`src/verilog/dot_pkg.sv`:
```
// constants shared by the dual overspeed trip logic
package dot_pkg;
  // register byte addresses
  localparam int ADDR_W = 8;
  localparam logic [7:0] A_STATUS = 8'h00;
  localparam logic [7:0] A_IRQ_STAT = 8'h04;
  localparam logic [7:0] A_IRQ_MASK = 8'h08;
  localparam logic [7:0] A_OVR_LIM0 = 8'h0c;
  localparam logic [7:0] A_OVR_LIM1 = 8'h10;
  localparam logic [7:0] A_FAIL_LIM0 = 8'h14;
  localparam logic [7:0] A_FAIL_LIM1 = 8'h18;
  localparam logic [7:0] A_TEST_HALF = 8'h1c;
  // setpoints are periods in clock cycles, the test setpoint a half period
  localparam int LIM_W = 24;
  localparam logic [23:0] OVR_LIM_RST = 24'h0061a8;
  localparam logic [23:0] FAIL_LIM_RST = 24'h17b19b;
  localparam logic [23:0] TEST_HALF_RST = 24'h000fa0;
  // status and interrupt bit positions
  localparam int ST_OVR = 0;
  localparam int ST_FAIL = 2;
  localparam int ST_TEST = 4;
  localparam int IRQ_W = 5;
  localparam int IR_RESET = 4;
  // timing
  localparam int CLK_MHZ = 250;
  localparam int DEBOUNCE_US = 1000;
  localparam int DEBOUNCE_CYC = DEBOUNCE_US * CLK_MHZ;
  // an open contact reads high
  localparam logic PIN_IDLE = 1'b1;
  typedef enum logic [0:0] {
    MEAS_WAIT = 1'b0,
    MEAS_RUN = 1'b1
  } dot_meas_e;
endpackage : dot_pkg

```
`src/verilog/dot_trip_top.sv`:
```
// dual overspeed trip logic top: pins, channels, registers, interrupt
//
// Decided for this implementation: the register addresses and the plain strobed port.
`timescale 1ns/1ns
`default_nettype none
module dot_trip_top #(
  parameter int unsigned DB_CYC = dot_pkg::DEBOUNCE_CYC,
  parameter int LIM_W = dot_pkg::LIM_W
) (
  // clock and reset
  input wire logic mclk,
  input wire logic reset,
  // register port
  input wire logic [7:0] addr,
  input wire logic [31:0] wrData,
  input wire logic wrStb,
  input wire logic rdStb,
  output logic [31:0] rdData,
  // field pins, active as printed
  input wire logic [1:0] speedPickupInput,
  input wire logic [1:0] testSelect,
  input wire logic testActivate,
  input wire logic resetIn,
  input wire logic failOverrideN,
  // indication outputs, active low
  output logic [1:0] inputFailN,
  output logic [1:0] overspeedN,
  output logic [1:0] overspeedLogicN,
  // companion module lines, active low
  output logic alarmBusN,
  output logic shutdownN,
  // lamps, active high
  output logic ch1InputFailLamp,
  output logic ch2InputFailLamp,
  output logic ch1OverspeedLamp,
  output logic ch2OverspeedLamp,
  // interrupt
  output logic irq
);
  logic [LIM_W-1:0] ovrLim_ff [2];
  logic [LIM_W-1:0] failLim_ff [2];
  logic [LIM_W-1:0] testHalf_ff;
  logic [dot_pkg::IRQ_W-1:0] irqMask_ff;
  logic [dot_pkg::IRQ_W-1:0] irqStat_ff;
  logic [dot_pkg::IRQ_W-1:0] irqEvt;
  logic [1:0] pickupLvl;
  logic [1:0] selLvl;
  logic actLvl;
  logic ovrLvl;
  logic rstLvl;
  logic rstLvlD_ff;
  logic clrPulse;
  logic [1:0] overLat;
  logic [1:0] failLat;
  logic [1:0] testOn;
  logic [1:0] setOver;
  logic [1:0] setFail;
  logic [1:0] overLatD_ff;
  logic [1:0] failLatD_ff;
  logic fault;

  function automatic logic hit(input logic [7:0] a, input logic [7:0] r);
    hit = (a == r);
  endfunction : hit

  // shared pins: one filter each
  dot_debounce #(.STABLE(DB_CYC)) uAct (
    .mclk(mclk),
    .reset(reset),
    .pin(testActivate),
    .level(actLvl)
  );
  dot_debounce #(.STABLE(DB_CYC)) uOvr (
    .mclk(mclk),
    .reset(reset),
    .pin(failOverrideN),
    .level(ovrLvl)
  );
  dot_debounce #(.STABLE(DB_CYC)) uRst (
    .mclk(mclk),
    .reset(reset),
    .pin(resetIn),
    .level(rstLvl)
  );

  always_ff @(posedge mclk) begin
    if (reset) begin
      rstLvlD_ff <= dot_pkg::PIN_IDLE;
    end else begin
      rstLvlD_ff <= rstLvl;
    end
  end
  assign clrPulse = rstLvl & ~rstLvlD_ff;

  genvar ch;
  generate
    for (ch = 0; ch < 2; ch++) begin : gCh
      // the pickup filter must stay at one cycle or it eats the signal
      dot_debounce #(.STABLE(1)) uPick (
        .mclk(mclk),
        .reset(reset),
        .pin(speedPickupInput[ch]),
        .level(pickupLvl[ch])
      );
      dot_debounce #(.STABLE(DB_CYC)) uSel (
        .mclk(mclk),
        .reset(reset),
        .pin(testSelect[ch]),
        .level(selLvl[ch])
      );
      dot_chan #(.LIM_W(LIM_W)) uChan (
        .mclk(mclk),
        .reset(reset),
        .pickup(pickupLvl[ch]),
        .testSel(selLvl[ch]),
        .testAct(actLvl),
        .failOvrN(ovrLvl),
        .clrPulse(clrPulse),
        .ovrLim(ovrLim_ff[ch]),
        .failLim(failLim_ff[ch]),
        .testHalf(testHalf_ff),
        .overLat(overLat[ch]),
        .failLat(failLat[ch]),
        .testOn(testOn[ch]),
        .setOver(setOver[ch]),
        .setFail(setFail[ch])
      );
    end
  endgenerate

  assign fault = (|overLat) | (&failLat);

  // outputs registered so the pins never glitch
  always_ff @(posedge mclk) begin
    if (reset) begin
      inputFailN <= 2'h3;
      overspeedN <= 2'h3;
      overspeedLogicN <= 2'h3;
      alarmBusN <= 1'b1;
      shutdownN <= 1'b1;
    end else begin
      inputFailN <= ~failLat;
      overspeedN <= ~overLat;
      overspeedLogicN <= ~overLat;
      alarmBusN <= ~fault;
      shutdownN <= ~fault;
    end
  end

  always_ff @(posedge mclk) begin
    if (reset) begin
      ch1InputFailLamp <= 1'b0;
      ch2InputFailLamp <= 1'b0;
      ch1OverspeedLamp <= 1'b0;
      ch2OverspeedLamp <= 1'b0;
    end else begin
      ch1InputFailLamp <= failLat[0];
      ch2InputFailLamp <= failLat[1];
      ch1OverspeedLamp <= overLat[0];
      ch2OverspeedLamp <= overLat[1];
    end
  end

  // setpoint registers
  always_ff @(posedge mclk) begin
    if (reset) begin
      ovrLim_ff[0] <= dot_pkg::OVR_LIM_RST;
      ovrLim_ff[1] <= dot_pkg::OVR_LIM_RST;
      failLim_ff[0] <= dot_pkg::FAIL_LIM_RST;
      failLim_ff[1] <= dot_pkg::FAIL_LIM_RST;
      testHalf_ff <= dot_pkg::TEST_HALF_RST;
    end else if (wrStb) begin
      if (hit(addr, dot_pkg::A_OVR_LIM0)) begin
        ovrLim_ff[0] <= wrData[LIM_W-1:0];
      end
      if (hit(addr, dot_pkg::A_OVR_LIM1)) begin
        ovrLim_ff[1] <= wrData[LIM_W-1:0];
      end
      if (hit(addr, dot_pkg::A_FAIL_LIM0)) begin
        failLim_ff[0] <= wrData[LIM_W-1:0];
      end
      if (hit(addr, dot_pkg::A_FAIL_LIM1)) begin
        failLim_ff[1] <= wrData[LIM_W-1:0];
      end
      if (hit(addr, dot_pkg::A_TEST_HALF)) begin
        testHalf_ff <= wrData[LIM_W-1:0];
      end
    end
  end

  // interrupt: new latch sets and each reset command
  assign irqEvt = {clrPulse, failLat & ~failLatD_ff,
                   overLat & ~overLatD_ff};

  always_ff @(posedge mclk) begin
    if (reset) begin
      overLatD_ff <= '0;
      failLatD_ff <= '0;
    end else begin
      overLatD_ff <= overLat;
      failLatD_ff <= failLat;
    end
  end

  // a clear in the same cycle as a new event loses
  always_ff @(posedge mclk) begin
    if (reset) begin
      irqStat_ff <= '0;
    end else if (wrStb && hit(addr, dot_pkg::A_IRQ_STAT)) begin
      irqStat_ff <= (irqStat_ff & ~wrData[dot_pkg::IRQ_W-1:0]) | irqEvt;
    end else begin
      irqStat_ff <= irqStat_ff | irqEvt;
    end
  end

  always_ff @(posedge mclk) begin
    if (reset) begin
      irqMask_ff <= '0;
    end else if (wrStb && hit(addr, dot_pkg::A_IRQ_MASK)) begin
      irqMask_ff <= wrData[dot_pkg::IRQ_W-1:0];
    end
  end

  assign irq = |(irqStat_ff & irqMask_ff);

  // read data stands only in the cycle after the strobe
  always_ff @(posedge mclk) begin
    if (reset || !rdStb) begin
      rdData <= '0;
    end else begin
      unique case (1'b1)
        hit(addr, dot_pkg::A_STATUS): begin
          rdData <= 32'({testOn, failLat, overLat});
        end
        hit(addr, dot_pkg::A_IRQ_STAT): rdData <= 32'(irqStat_ff);
        hit(addr, dot_pkg::A_IRQ_MASK): rdData <= 32'(irqMask_ff);
        hit(addr, dot_pkg::A_OVR_LIM0): rdData <= 32'(ovrLim_ff[0]);
        hit(addr, dot_pkg::A_OVR_LIM1): rdData <= 32'(ovrLim_ff[1]);
        hit(addr, dot_pkg::A_FAIL_LIM0): rdData <= 32'(failLim_ff[0]);
        hit(addr, dot_pkg::A_FAIL_LIM1): rdData <= 32'(failLim_ff[1]);
        hit(addr, dot_pkg::A_TEST_HALF): rdData <= 32'(testHalf_ff);
        default: rdData <= '0;
      endcase
    end
  end

  property p_alarm;
    @(posedge mclk) disable iff (reset)
      !$past(reset) |->
      (alarmBusN == !($past(|overLat) || $past(&failLat)));
  endproperty
  a_alarm: assert property (p_alarm)
    else $error("alarm bus does not follow fault");

  property p_shutdown;
    @(posedge mclk) disable iff (reset)
      shutdownN == alarmBusN;
  endproperty
  a_shutdown: assert property (p_shutdown)
    else $error("shutdown differs from alarm bus");

  property p_logic_line;
    @(posedge mclk) disable iff (reset)
      (overspeedLogicN == overspeedN) &&
      (ch1OverspeedLamp == !overspeedN[0]);
  endproperty
  a_logic_line: assert property (p_logic_line)
    else $error("overspeed logic line or lamp mismatch");

  property p_hold;
    @(posedge mclk) disable iff (reset)
      overLat[0] && !clrPulse |=> overLat[0];
  endproperty
  a_hold: assert property (p_hold)
    else $error("overspeed latch dropped without reset edge");

  property p_clear;
    @(posedge mclk) disable iff (reset)
      clrPulse && !setFail[1] |=> !failLat[1];
  endproperty
  a_clear: assert property (p_clear)
    else $error("fail latch not cleared by reset edge");

  property p_one_edge;
    @(posedge mclk) disable iff (reset)
      clrPulse |=> !clrPulse [*2];
  endproperty
  a_one_edge: assert property (p_one_edge)
    else $error("reset edge longer than one cycle");

  property p_permit;
    @(posedge mclk) disable iff (reset)
      !actLvl |-> (testOn == 2'h0);
  endproperty
  a_permit: assert property (p_permit)
    else $error("test active without permissive");

  property p_override;
    @(posedge mclk) disable iff (reset)
      $rose(failLat[0]) |-> $past(ovrLvl);
  endproperty
  a_override: assert property (p_override)
    else $error("fail latched while override active");

  property p_irq;
    @(posedge mclk) disable iff (reset)
      $rose(overLat[1]) |=> irqStat_ff[dot_pkg::ST_OVR + 1];
  endproperty
  a_irq: assert property (p_irq)
    else $error("overspeed event not recorded");
endmodule : dot_trip_top
`default_nettype wire

```
`src/verilog/dot_debounce.sv`:
```
// two-stage synchroniser with stability filter for one pin
`timescale 1ns/1ns
`default_nettype none
module dot_debounce #(
  parameter int unsigned STABLE = 1
) (
  // clock and reset
  input wire logic mclk,
  input wire logic reset,
  // pin and filtered level
  input wire logic pin,
  output logic level
);
  localparam int CW = $clog2(STABLE + 1);
  logic s1_ff;
  logic s2_ff;
  logic [CW-1:0] cnt_ff;
  always_ff @(posedge mclk) begin
    if (reset) begin
      s1_ff <= dot_pkg::PIN_IDLE;
      s2_ff <= dot_pkg::PIN_IDLE;
    end else begin
      s1_ff <= pin;
      s2_ff <= s1_ff;
    end
  end
  always_ff @(posedge mclk) begin
    if (reset) begin
      cnt_ff <= '0;
      level <= dot_pkg::PIN_IDLE;
    end else if (s2_ff == level) begin
      cnt_ff <= '0;
    end else if (cnt_ff == CW'(STABLE - 1)) begin
      cnt_ff <= '0;
      level <= s2_ff;
    end else begin
      cnt_ff <= cnt_ff + 1'b1;
    end
  end
endmodule : dot_debounce
`default_nettype wire

```
`src/verilog/dot_chan.sv`:
```
// one independent speed channel: period measure, compare, latches
`timescale 1ns/1ns
`default_nettype none
module dot_chan #(
  parameter int LIM_W = dot_pkg::LIM_W
) (
  // clock and reset
  input wire logic mclk,
  input wire logic reset,
  // filtered pins and the reset edge pulse
  input wire logic pickup,
  input wire logic testSel,
  input wire logic testAct,
  input wire logic failOvrN,
  input wire logic clrPulse,
  // setpoints
  input wire logic [LIM_W-1:0] ovrLim,
  input wire logic [LIM_W-1:0] failLim,
  input wire logic [LIM_W-1:0] testHalf,
  // results
  output logic overLat,
  output logic failLat,
  output logic testOn,
  output logic setOver,
  output logic setFail
);
  dot_pkg::dot_meas_e meas_ff;
  logic [LIM_W-1:0] per_ff;
  logic [LIM_W-1:0] tCnt_ff;
  logic tClk_ff;
  logic src;
  logic srcD_ff;
  logic edgeSeen;
  assign testOn = testSel & testAct;
  assign src = testOn ? tClk_ff : pickup;
  assign edgeSeen = src & ~srcD_ff;
  always_ff @(posedge mclk) begin
    if (reset || !testOn || tCnt_ff + 1'b1 >= testHalf) begin
      tCnt_ff <= '0;
    end else begin
      tCnt_ff <= tCnt_ff + 1'b1;
    end
  end
  always_ff @(posedge mclk) begin
    if (reset) begin
      tClk_ff <= 1'b0;
    end else if (testOn && tCnt_ff + 1'b1 >= testHalf) begin
      tClk_ff <= ~tClk_ff;
    end
  end
  always_ff @(posedge mclk) begin
    if (reset) begin
      srcD_ff <= 1'b0;
      per_ff <= '0;
      meas_ff <= dot_pkg::MEAS_WAIT;
    end else begin
      srcD_ff <= src;
      if (edgeSeen) begin
        per_ff <= '0;
        meas_ff <= dot_pkg::MEAS_RUN;
      end else if (per_ff != '1) begin
        per_ff <= per_ff + 1'b1;
      end
    end
  end
  assign setOver = (meas_ff == dot_pkg::MEAS_RUN) && edgeSeen &&
                   (per_ff < ovrLim);
  assign setFail = failOvrN && (per_ff > failLim);
  always_ff @(posedge mclk) begin
    if (reset) begin
      overLat <= 1'b0;
      failLat <= 1'b0;
    end else begin
      overLat <= setOver | (overLat & ~clrPulse);
      failLat <= setFail | (failLat & ~clrPulse);
    end
  end
endmodule : dot_chan
`default_nettype wire

```
`config.mk`:
```
export PLATFORM = sky130hd
export DESIGN_NAME = dot_trip_top
export DESIGN_NICKNAME = d
export VERILOG_FILES = /design/src/verilog/dot_pkg.sv /design/src/verilog/dot_trip_top.sv /design/src/verilog/dot_debounce.sv /design/src/verilog/dot_chan.sv
export SDC_FILE = /design/constraint.sdc
export NUM_CORES = 1
export LEC_CHECK = 0
export CAP_MARGIN = 10
export CORE_MARGIN = 1.5
export CORE_UTILIZATION = 25
export CTS_CLUSTER_SIZE = 25
export DETAILED_ROUTE_END_ITERATION = 10
export DONT_BUFFER_PORTS = 1
export GPL_TIMING_DRIVEN = 1
export PLACE_DENSITY = 0.38
export SETUP_SLACK_MARGIN = 0.05
export SLEW_MARGIN = 20
export SYNTH_ARGS = -nofsm -noshare
export SYNTH_HDL_FRONTEND = slang
export SYNTH_SLANG_ARGS = --single-unit
export TNS_END_PERCENT = 50
```
`constraint.sdc`:
```
create_clock -name mclk -period 3.51 [get_ports mclk]
set_input_delay 0.1755 -clock mclk [delete_from_list [all_inputs] [get_ports mclk]]
set_output_delay 0.1755 -clock mclk [all_outputs]
set_load 0.005 [all_outputs]
```
# ---- After elaboration in Yosys (flattened, before gate mapping)
# Memory sizes are Yosys's and may differ from the RTL's.
# Index checks and enable logic that the tools add are counted.
dict set report word_totals {
  register_bits 299
  ramBits 96
  inputBits 51
  memories 2
}
dict set report classes {
  add_sub_neg 11
  order_cmp 6
  eq_ne 21
  muxes 26
  bitwise_logic 45
  reduce_logical 39
}
# name words word_bits rd rd_ports_with_merged_regs write_ports line_no
set memory_table {}
lappend memory_table {failLim_ff 2 24 2 0 2 dot_trip_top.sv:41} ;# logic [LIM_W-1:0] failLim_ff [2];
lappend memory_table {ovrLim_ff 2 24 2 0 2 dot_trip_top.sv:40} ;# logic [LIM_W-1:0] ovrLim_ff [2];
# op count
set op_table {}
lappend op_table {{case mux 24 bit (8 select lines)} 1}
lappend op_table {{adder 24 x 1 -> 24 bit, second input constant} 4}
lappend op_table {{two-way mux 24 bit} 4}
lappend op_table {{adder 18 x 1 -> 18 bit, second input constant} 5}
lappend op_table {{equality test 18 bit, second input constant} 5}
lappend op_table {{greater-or-equal comparator 24 bit} 2}
lappend op_table {{greater-than comparator 24 bit} 2}
lappend op_table {{less-than comparator 24 bit} 2}
lappend op_table {{!= test 24 bit, second input constant} 2}
lappend op_table {{equality test 8 x 5 -> 1 bit, second input constant} 4}
lappend op_table {{OR reduction 3 bit} 7}
lappend op_table {{two-way mux 1 bit} 20}
lappend op_table {{AND reduction 2 bit} 9}
lappend op_table {{equality test 8 x 4 -> 1 bit, second input constant} 2}
lappend op_table {{inverter 1 bit} 16}
lappend op_table {{AND 5 bit} 2}
lappend op_table {{logical AND 1 bit} 10}
lappend op_table {{OR 5 bit} 2}
lappend op_table {{AND 1 bit} 9}
lappend op_table {{OR 1 bit} 9}
lappend op_table {{equality test 8 x 3 -> 1 bit, second input constant} 1}
lappend op_table {{logical NOT 8 bit} 1}
lappend op_table {{inverter 2 bit} 4}
lappend op_table {{equality test 1 bit} 7}
lappend op_table {{other kinds (8)} 18}

# ---- Longest topological paths before layout
dict set report depth {
  depth_word 6
  mapped_depth 14
  ltp_nobuf 12
}

# ---- Hierarchy
# From an unflattened synthesis, not the netlist that was laid out.
dict set report unflattened {
  cells_unflattened 2087
  hier_area_um2 19565.0
}
# mod instances cells_per_inst area_each_um2
set modules_own_cells {}
lappend modules_own_cells {dot_trip_top 1 520 6394.9}
lappend modules_own_cells {{dot_debounce (gCh[0].uSel ...)} 5 103 947.2}
lappend modules_own_cells {{dot_chan (gCh[0].uChan)} 1 528 4164.0}
lappend modules_own_cells {{dot_chan (gCh[1].uChan)} 1 506 4047.6}
lappend modules_own_cells {{dot_debounce (gCh[0].uPick ...)} 2 9 111.4}

# ---- Worst setup path before layout
# No wires, ideal clock.
dict set report synth_timing {
  path_kind {register to register}
  startpoint {reg gCh[0].uChan.tCnt_ff[0]}
  endpoint {reg gCh[0].uChan.tCnt_ff[10]}
  setup_ns 0.066
  arrival_ns 3.120
  t_required_ns 3.444
  setup_slack_ns 0.324
  stages_incl_launch_ff 14
  path_cell_list {dfxtp_1 ha_1 nand3_1 nor3b_1 and4_1 xor2_1 ha_1 nand4_1 a211oi_1 nor3_1 o211ai_1 or4_1 clkbuf_1 nor2b_1}
}
dict set report synth_via {
  elab_chain_cells 3
}
# element line_no
set synth_lines {}
lappend synth_lines {{from (decl)} dot_chan.sv:29} ;# logic [LIM_W-1:0] tCnt_ff;
lappend synth_lines {{from (signal assigned)} dot_chan.sv:41} ;# tCnt_ff <= tCnt_ff + 1'b1;
lappend synth_lines {{adder 24 x 1 -> 24 bit *} {dot_chan.sv:38, dot_chan.sv:41}}
lappend synth_lines {{greater-or-equal comparator 24 bit} dot_chan.sv:38} ;# if (reset || !testOn || tCnt_ff + 1'b1 >= testHalf) begin
lappend synth_lines {{logical OR 1 bit} dot_chan.sv:38}
# Every way passes the cells marked *; elsewhere a longest branch is shown, timed or not.
# A chain may end at the register's enable or synchronous reset.

# ---- Final worst setup path
dict set report layout_timing {
  startpoint {reg gCh[0].uChan.tCnt_ff[9]}
  endpoint {reg gCh[0].uChan.tCnt_ff[17]}
}
# The elaborated chain is that of the path after synthesis.

==> impl_summary.log <==
[metrics] outcome: complete, no violations
[metrics] critical path type: reg2reg
[metrics] register cell area after layout: roughly 8600 um^2
[metrics] most common cell in the netlist: dfxtp_1
[metrics] cell at the root of the clock tree: clkbuf_16
[metrics] Final #Nets: around 2300
[metrics] cells after synthesis: 2003
[metrics] Seq cells post-synth: approximately 380
[metrics] top cell type's share of synthesized area: 0.3066
[metrics] final slew viol count: 0
[metrics] GR Overflow Total: 0
[metrics] TritonCTS sink count: between 300 and 400
[metrics] number of enable-type register cells in the synthesized netlist: 96
[metrics] routed length per instance: between 15 and 20 um
[metrics] Synth Cell Area: between 15000 and 20000 um^2
[metrics] setup repair after global routing missed its margin: yes
[metrics] areal power density over the cells: about 470 nW/um^2
[metrics] largest fanout of any net on the critical path: 24
[metrics] combinational family with the most area after synthesis: simple AND/OR/NAND/NOR gates
[metrics] Pwr Total: approximately 10 mW
[metrics] Longest Clk Path Bufs: 3
[metrics] number of fill cells in the layout: roughly 8000
[metrics] wire length of the first global-routing pass: between 90000 and 100000 um
[metrics] average footprint of a synthesized cell: between 9 and 10 um^2
[metrics] setup total negative slack: 0 ns
[metrics] hold violation total from the final report: 0
[metrics] Cell variety after synth: 59
[metrics] clk slew on worst S/H paths: 0.06 ns
[metrics] timing-limited maximum frequency: 0.3069 GHz
[metrics] fraction of the mapped netlist area in compound gates: 0.09413
[metrics] Diodes inserted: 0
[metrics] total number of placement rows: 100
[metrics] CTS H-tree lvls: 2
[metrics] clk_lat worst skew: between 0.6 and 0.7 ns
[metrics] number of design rule violations left after detail routing: 0
[metrics] required time at the worst-slack endpoint: about 4.0 ns
[metrics] worst setup slack for register-to-register paths: 0.25 ns
[metrics] CP endpoint: gCh[0].uChan.tCnt_ff[17]
[metrics] total via count after detailed routing: around 15000
[metrics] post-synthesis to final-layout area growth: 19.16%
[metrics] overall die area: approximately 77000 um^2
[metrics] cell accounting for the most synthesized area: dfxtp_1
[metrics] CTS tree: yes
[metrics] Area contributors post-synth: dfxtp_1 31%, edfxtp_1 15%, ha_1 10%, nor2_1 4.2%, xnor2_1 4.1%
[metrics] start point of the critical path: gCh[0].uChan.tCnt_ff[9]
[metrics] ys async rst share: 0
[metrics] startpoint of the worst-slack reg-to-reg timing path: gCh[0].uChan.tCnt_ff[9]
[metrics] startpoint type of the worst setup path: flop
[metrics] die span in x: about 280 um
[metrics] Final period util: 0.9282
[metrics] final estimated routing congestion in global placement: between 0.8 and 0.9
[metrics] slew at the pin with the worst max-slew slack: ~0.9 ns
[metrics] number of global-route vias before repair: approximately 15000
[metrics] CP arrival: between 3 and 4 ns
[metrics] CTS Buf Count: 50
[metrics] count of maximum capacitance violations: 0
[metrics] combined area of the multi-input logic cells: 9324 um^2
[metrics] main flop type after synthesis: dfxtp_1
[metrics] sequential fraction of the synthesis area: 0.4604
[metrics] total cell area at the placement stage: between 15000 and 20000 um^2
[metrics] fraction of layout instances using a drive strength above 1: 0.08184
[metrics] global router's overall resource usage: 0.1545
[metrics] worst r2r dst: gCh[0].uChan.tCnt_ff[17]
[metrics] setup skew after layout: about 0.040 ns
[metrics] post-synthesis share of cell area spent on xor and xnor gates: 0.07571
[metrics] sum of net half-perimeters after detailed placement: roughly 43000 um
[metrics] DRT Pass-1 Iters: 6
[metrics] count of warnings emitted by yosys: 0
[metrics] DIE HEIGHT: about 280 um
[metrics] Detailed Route WL: between 50000 and 60000 um
[metrics] starting density of the core: 0.2522
[metrics] DRC violation total after the first TritonRoute iteration: a little under 900
[metrics] Slew HR: 0.4022
[metrics] Final Setup Violations: 0
[metrics] top-level I/O count: between 90 and 100
[metrics] IR drop worst, VDD: between 0.3 and 0.4 mV
[metrics] antenna violations before repair: 5
[metrics] shortest period the worst path allows: ~3.3 ns
[metrics] IO buf count: 0
[metrics] reg2reg path depth: 15
[metrics] mean number of vias per cell: around 4.7
[metrics] leakage dissipation: ~8.6 nW
[metrics] area fraction in and, or, nand and nor cells after synthesis: 0.2183
[metrics] mux cell area share after synthesis: 0.002203
[metrics] core region area: roughly 74000 um^2
[metrics] number of antenna-violating nets in the routed design: 0
[metrics] adder and majority cell fraction of the synthesized area: 0.1008
[metrics] path category of the worst min-delay check: in2reg
[metrics] final instance area: about 22000 um^2
[metrics] pin count of the biggest net entering global routing: between 60 and 70
[metrics] most used standard cells in the synthesized netlist: 287 x dfxtp_1, 210 x nor2_1, 163 x nand2_1
[metrics] endpoint class of the critical path: flop
-- registers in the layout (all words and copies together) (netlist names), 5 cells and up --
register	flops
rdData	24
gCh.uChan.per_ff	48
uAct.cnt_ff	18
uRst.cnt_ff	18
irqStat_ff	5
irqMask_ff	5
testHalf_ff	24
failLim_ff	48
gCh.uSel.cnt_ff	36
gCh.uChan.tCnt_ff	48
uOvr.cnt_ff	18
ovrLim_ff	48
-- how the worst min path moves through the flow --
stage,start,end,slack (ns),cells after the start
after global placement,testActivate,uAct.s1_ff,0.28,1
after floorplan,speedPickupInput[0],gCh[0].uPick.s1_ff,0.28,1
after CTS,reset,gCh[0].uChan.overLat,0.02,3
final,wrStb,testHalf_ff[1],0.04,4
after detailed placement,testActivate,uAct.s1_ff,0.28,1
after global routing,wrStb,testHalf_ff[1],0.03,4
-- layer usage --
metal,vias up,share of wire,track usage
met3,77,0.052,0.02860
met2,349,0.44,0.2417
met1,6990,0.49,0.2173
met5,-,0.0012,0
met4,10,0.020,0.04072
li1,7144,-,-
-- cell type report --
cell class,count,area share
multi-input combinational,1404,0.4175
tap,969,0.05429
clock inverter,26,0.01423
sequential,383,0.3864
clock buffer,68,0.06381
inverter,154,0.02588
timing repair buffer,91,0.03787
-- power by group --
part / switching, mW / total (mW) / internal (mW)
combinational: 0.230 / 0.364 / 0.134
sequential: 0.0768 / 4.68 / 4.60
clock: 2.13 / 5.36 / 3.24
-- stage by stage --
| step | setup slack (ns) | hold slack, ns | cells | utilization |
|---|---|---|---|---|
| final | 0.2521 | 0.04242 | 3095 | 0.3005 |
| after floorplan | 0.3239 | 0.2793 | 2012 | - |
| after detailed placement | 0.07702 | 0.2814 | 2944 | 0.2681 |
| after global placement | 0.1558 | 0.2832 | 2944 | 0.2681 |
| after CTS | 0.06306 | 0.01681 | 3092 | 0.2991 |
| after global routing | 0.02857 | 0.02870 | 3095 | 0.3005 |
-- logic make-up (layout without fill, tap and decap cells) --
logic type,Yosys count,after routing
XOR/XNOR,162,162
other,1,10
buffers and inverters,225,339
AO/OA/AOI/OAI,273,273
flip-flops,383,383
multiplexers,4,4
AND/OR/NAND/NOR,804,804
adder cells (fa/ha/maj),151,151
-- critical path, cell delays in order (launching register included) --
cell	delay [ns]
dfxtp_1	0.38
and4_4	0.26
and3_1	0.18
nor3b_2	0.16
buf_4	0.16
and3_1	0.17
xor2_1	0.19
ha_1	0.27
nand4_1	0.13
buf_4	0.13
a211oi_1	0.04
o31ai_1	0.07
o211ai_1	0.16
or4_1	0.53
buf_8	0.20
nor2b_1	0.12
-- layout by cell type, fill, tap and decap left out, drive strengths merged, types with 74 or more instances in the layout --
cell / netlist / final
a21oi: 107 / 107
edfxtp: 96 / 96
ha: 151 / 151
dfxtp: 287 / 287
nand3: 84 / 84
nand2: 163 / 163
xor2: 74 / 74
nor2: 212 / 212
xnor2: 88 / 88
inv: 154 / 156
-- what timing repair did --
| item | CTS | global route |
|---|---|---|
| hold buffers | 54 | 1 |
| resized for setup | 2 | 19 |
| pin swaps | 0 | 5 |
| setup endpoints to repair | 4 | 48 |
| hold endpoints to repair | 174 | 9 |
| buffers inserted | 0 | 2 |
(Power assumes the default switching activity.)
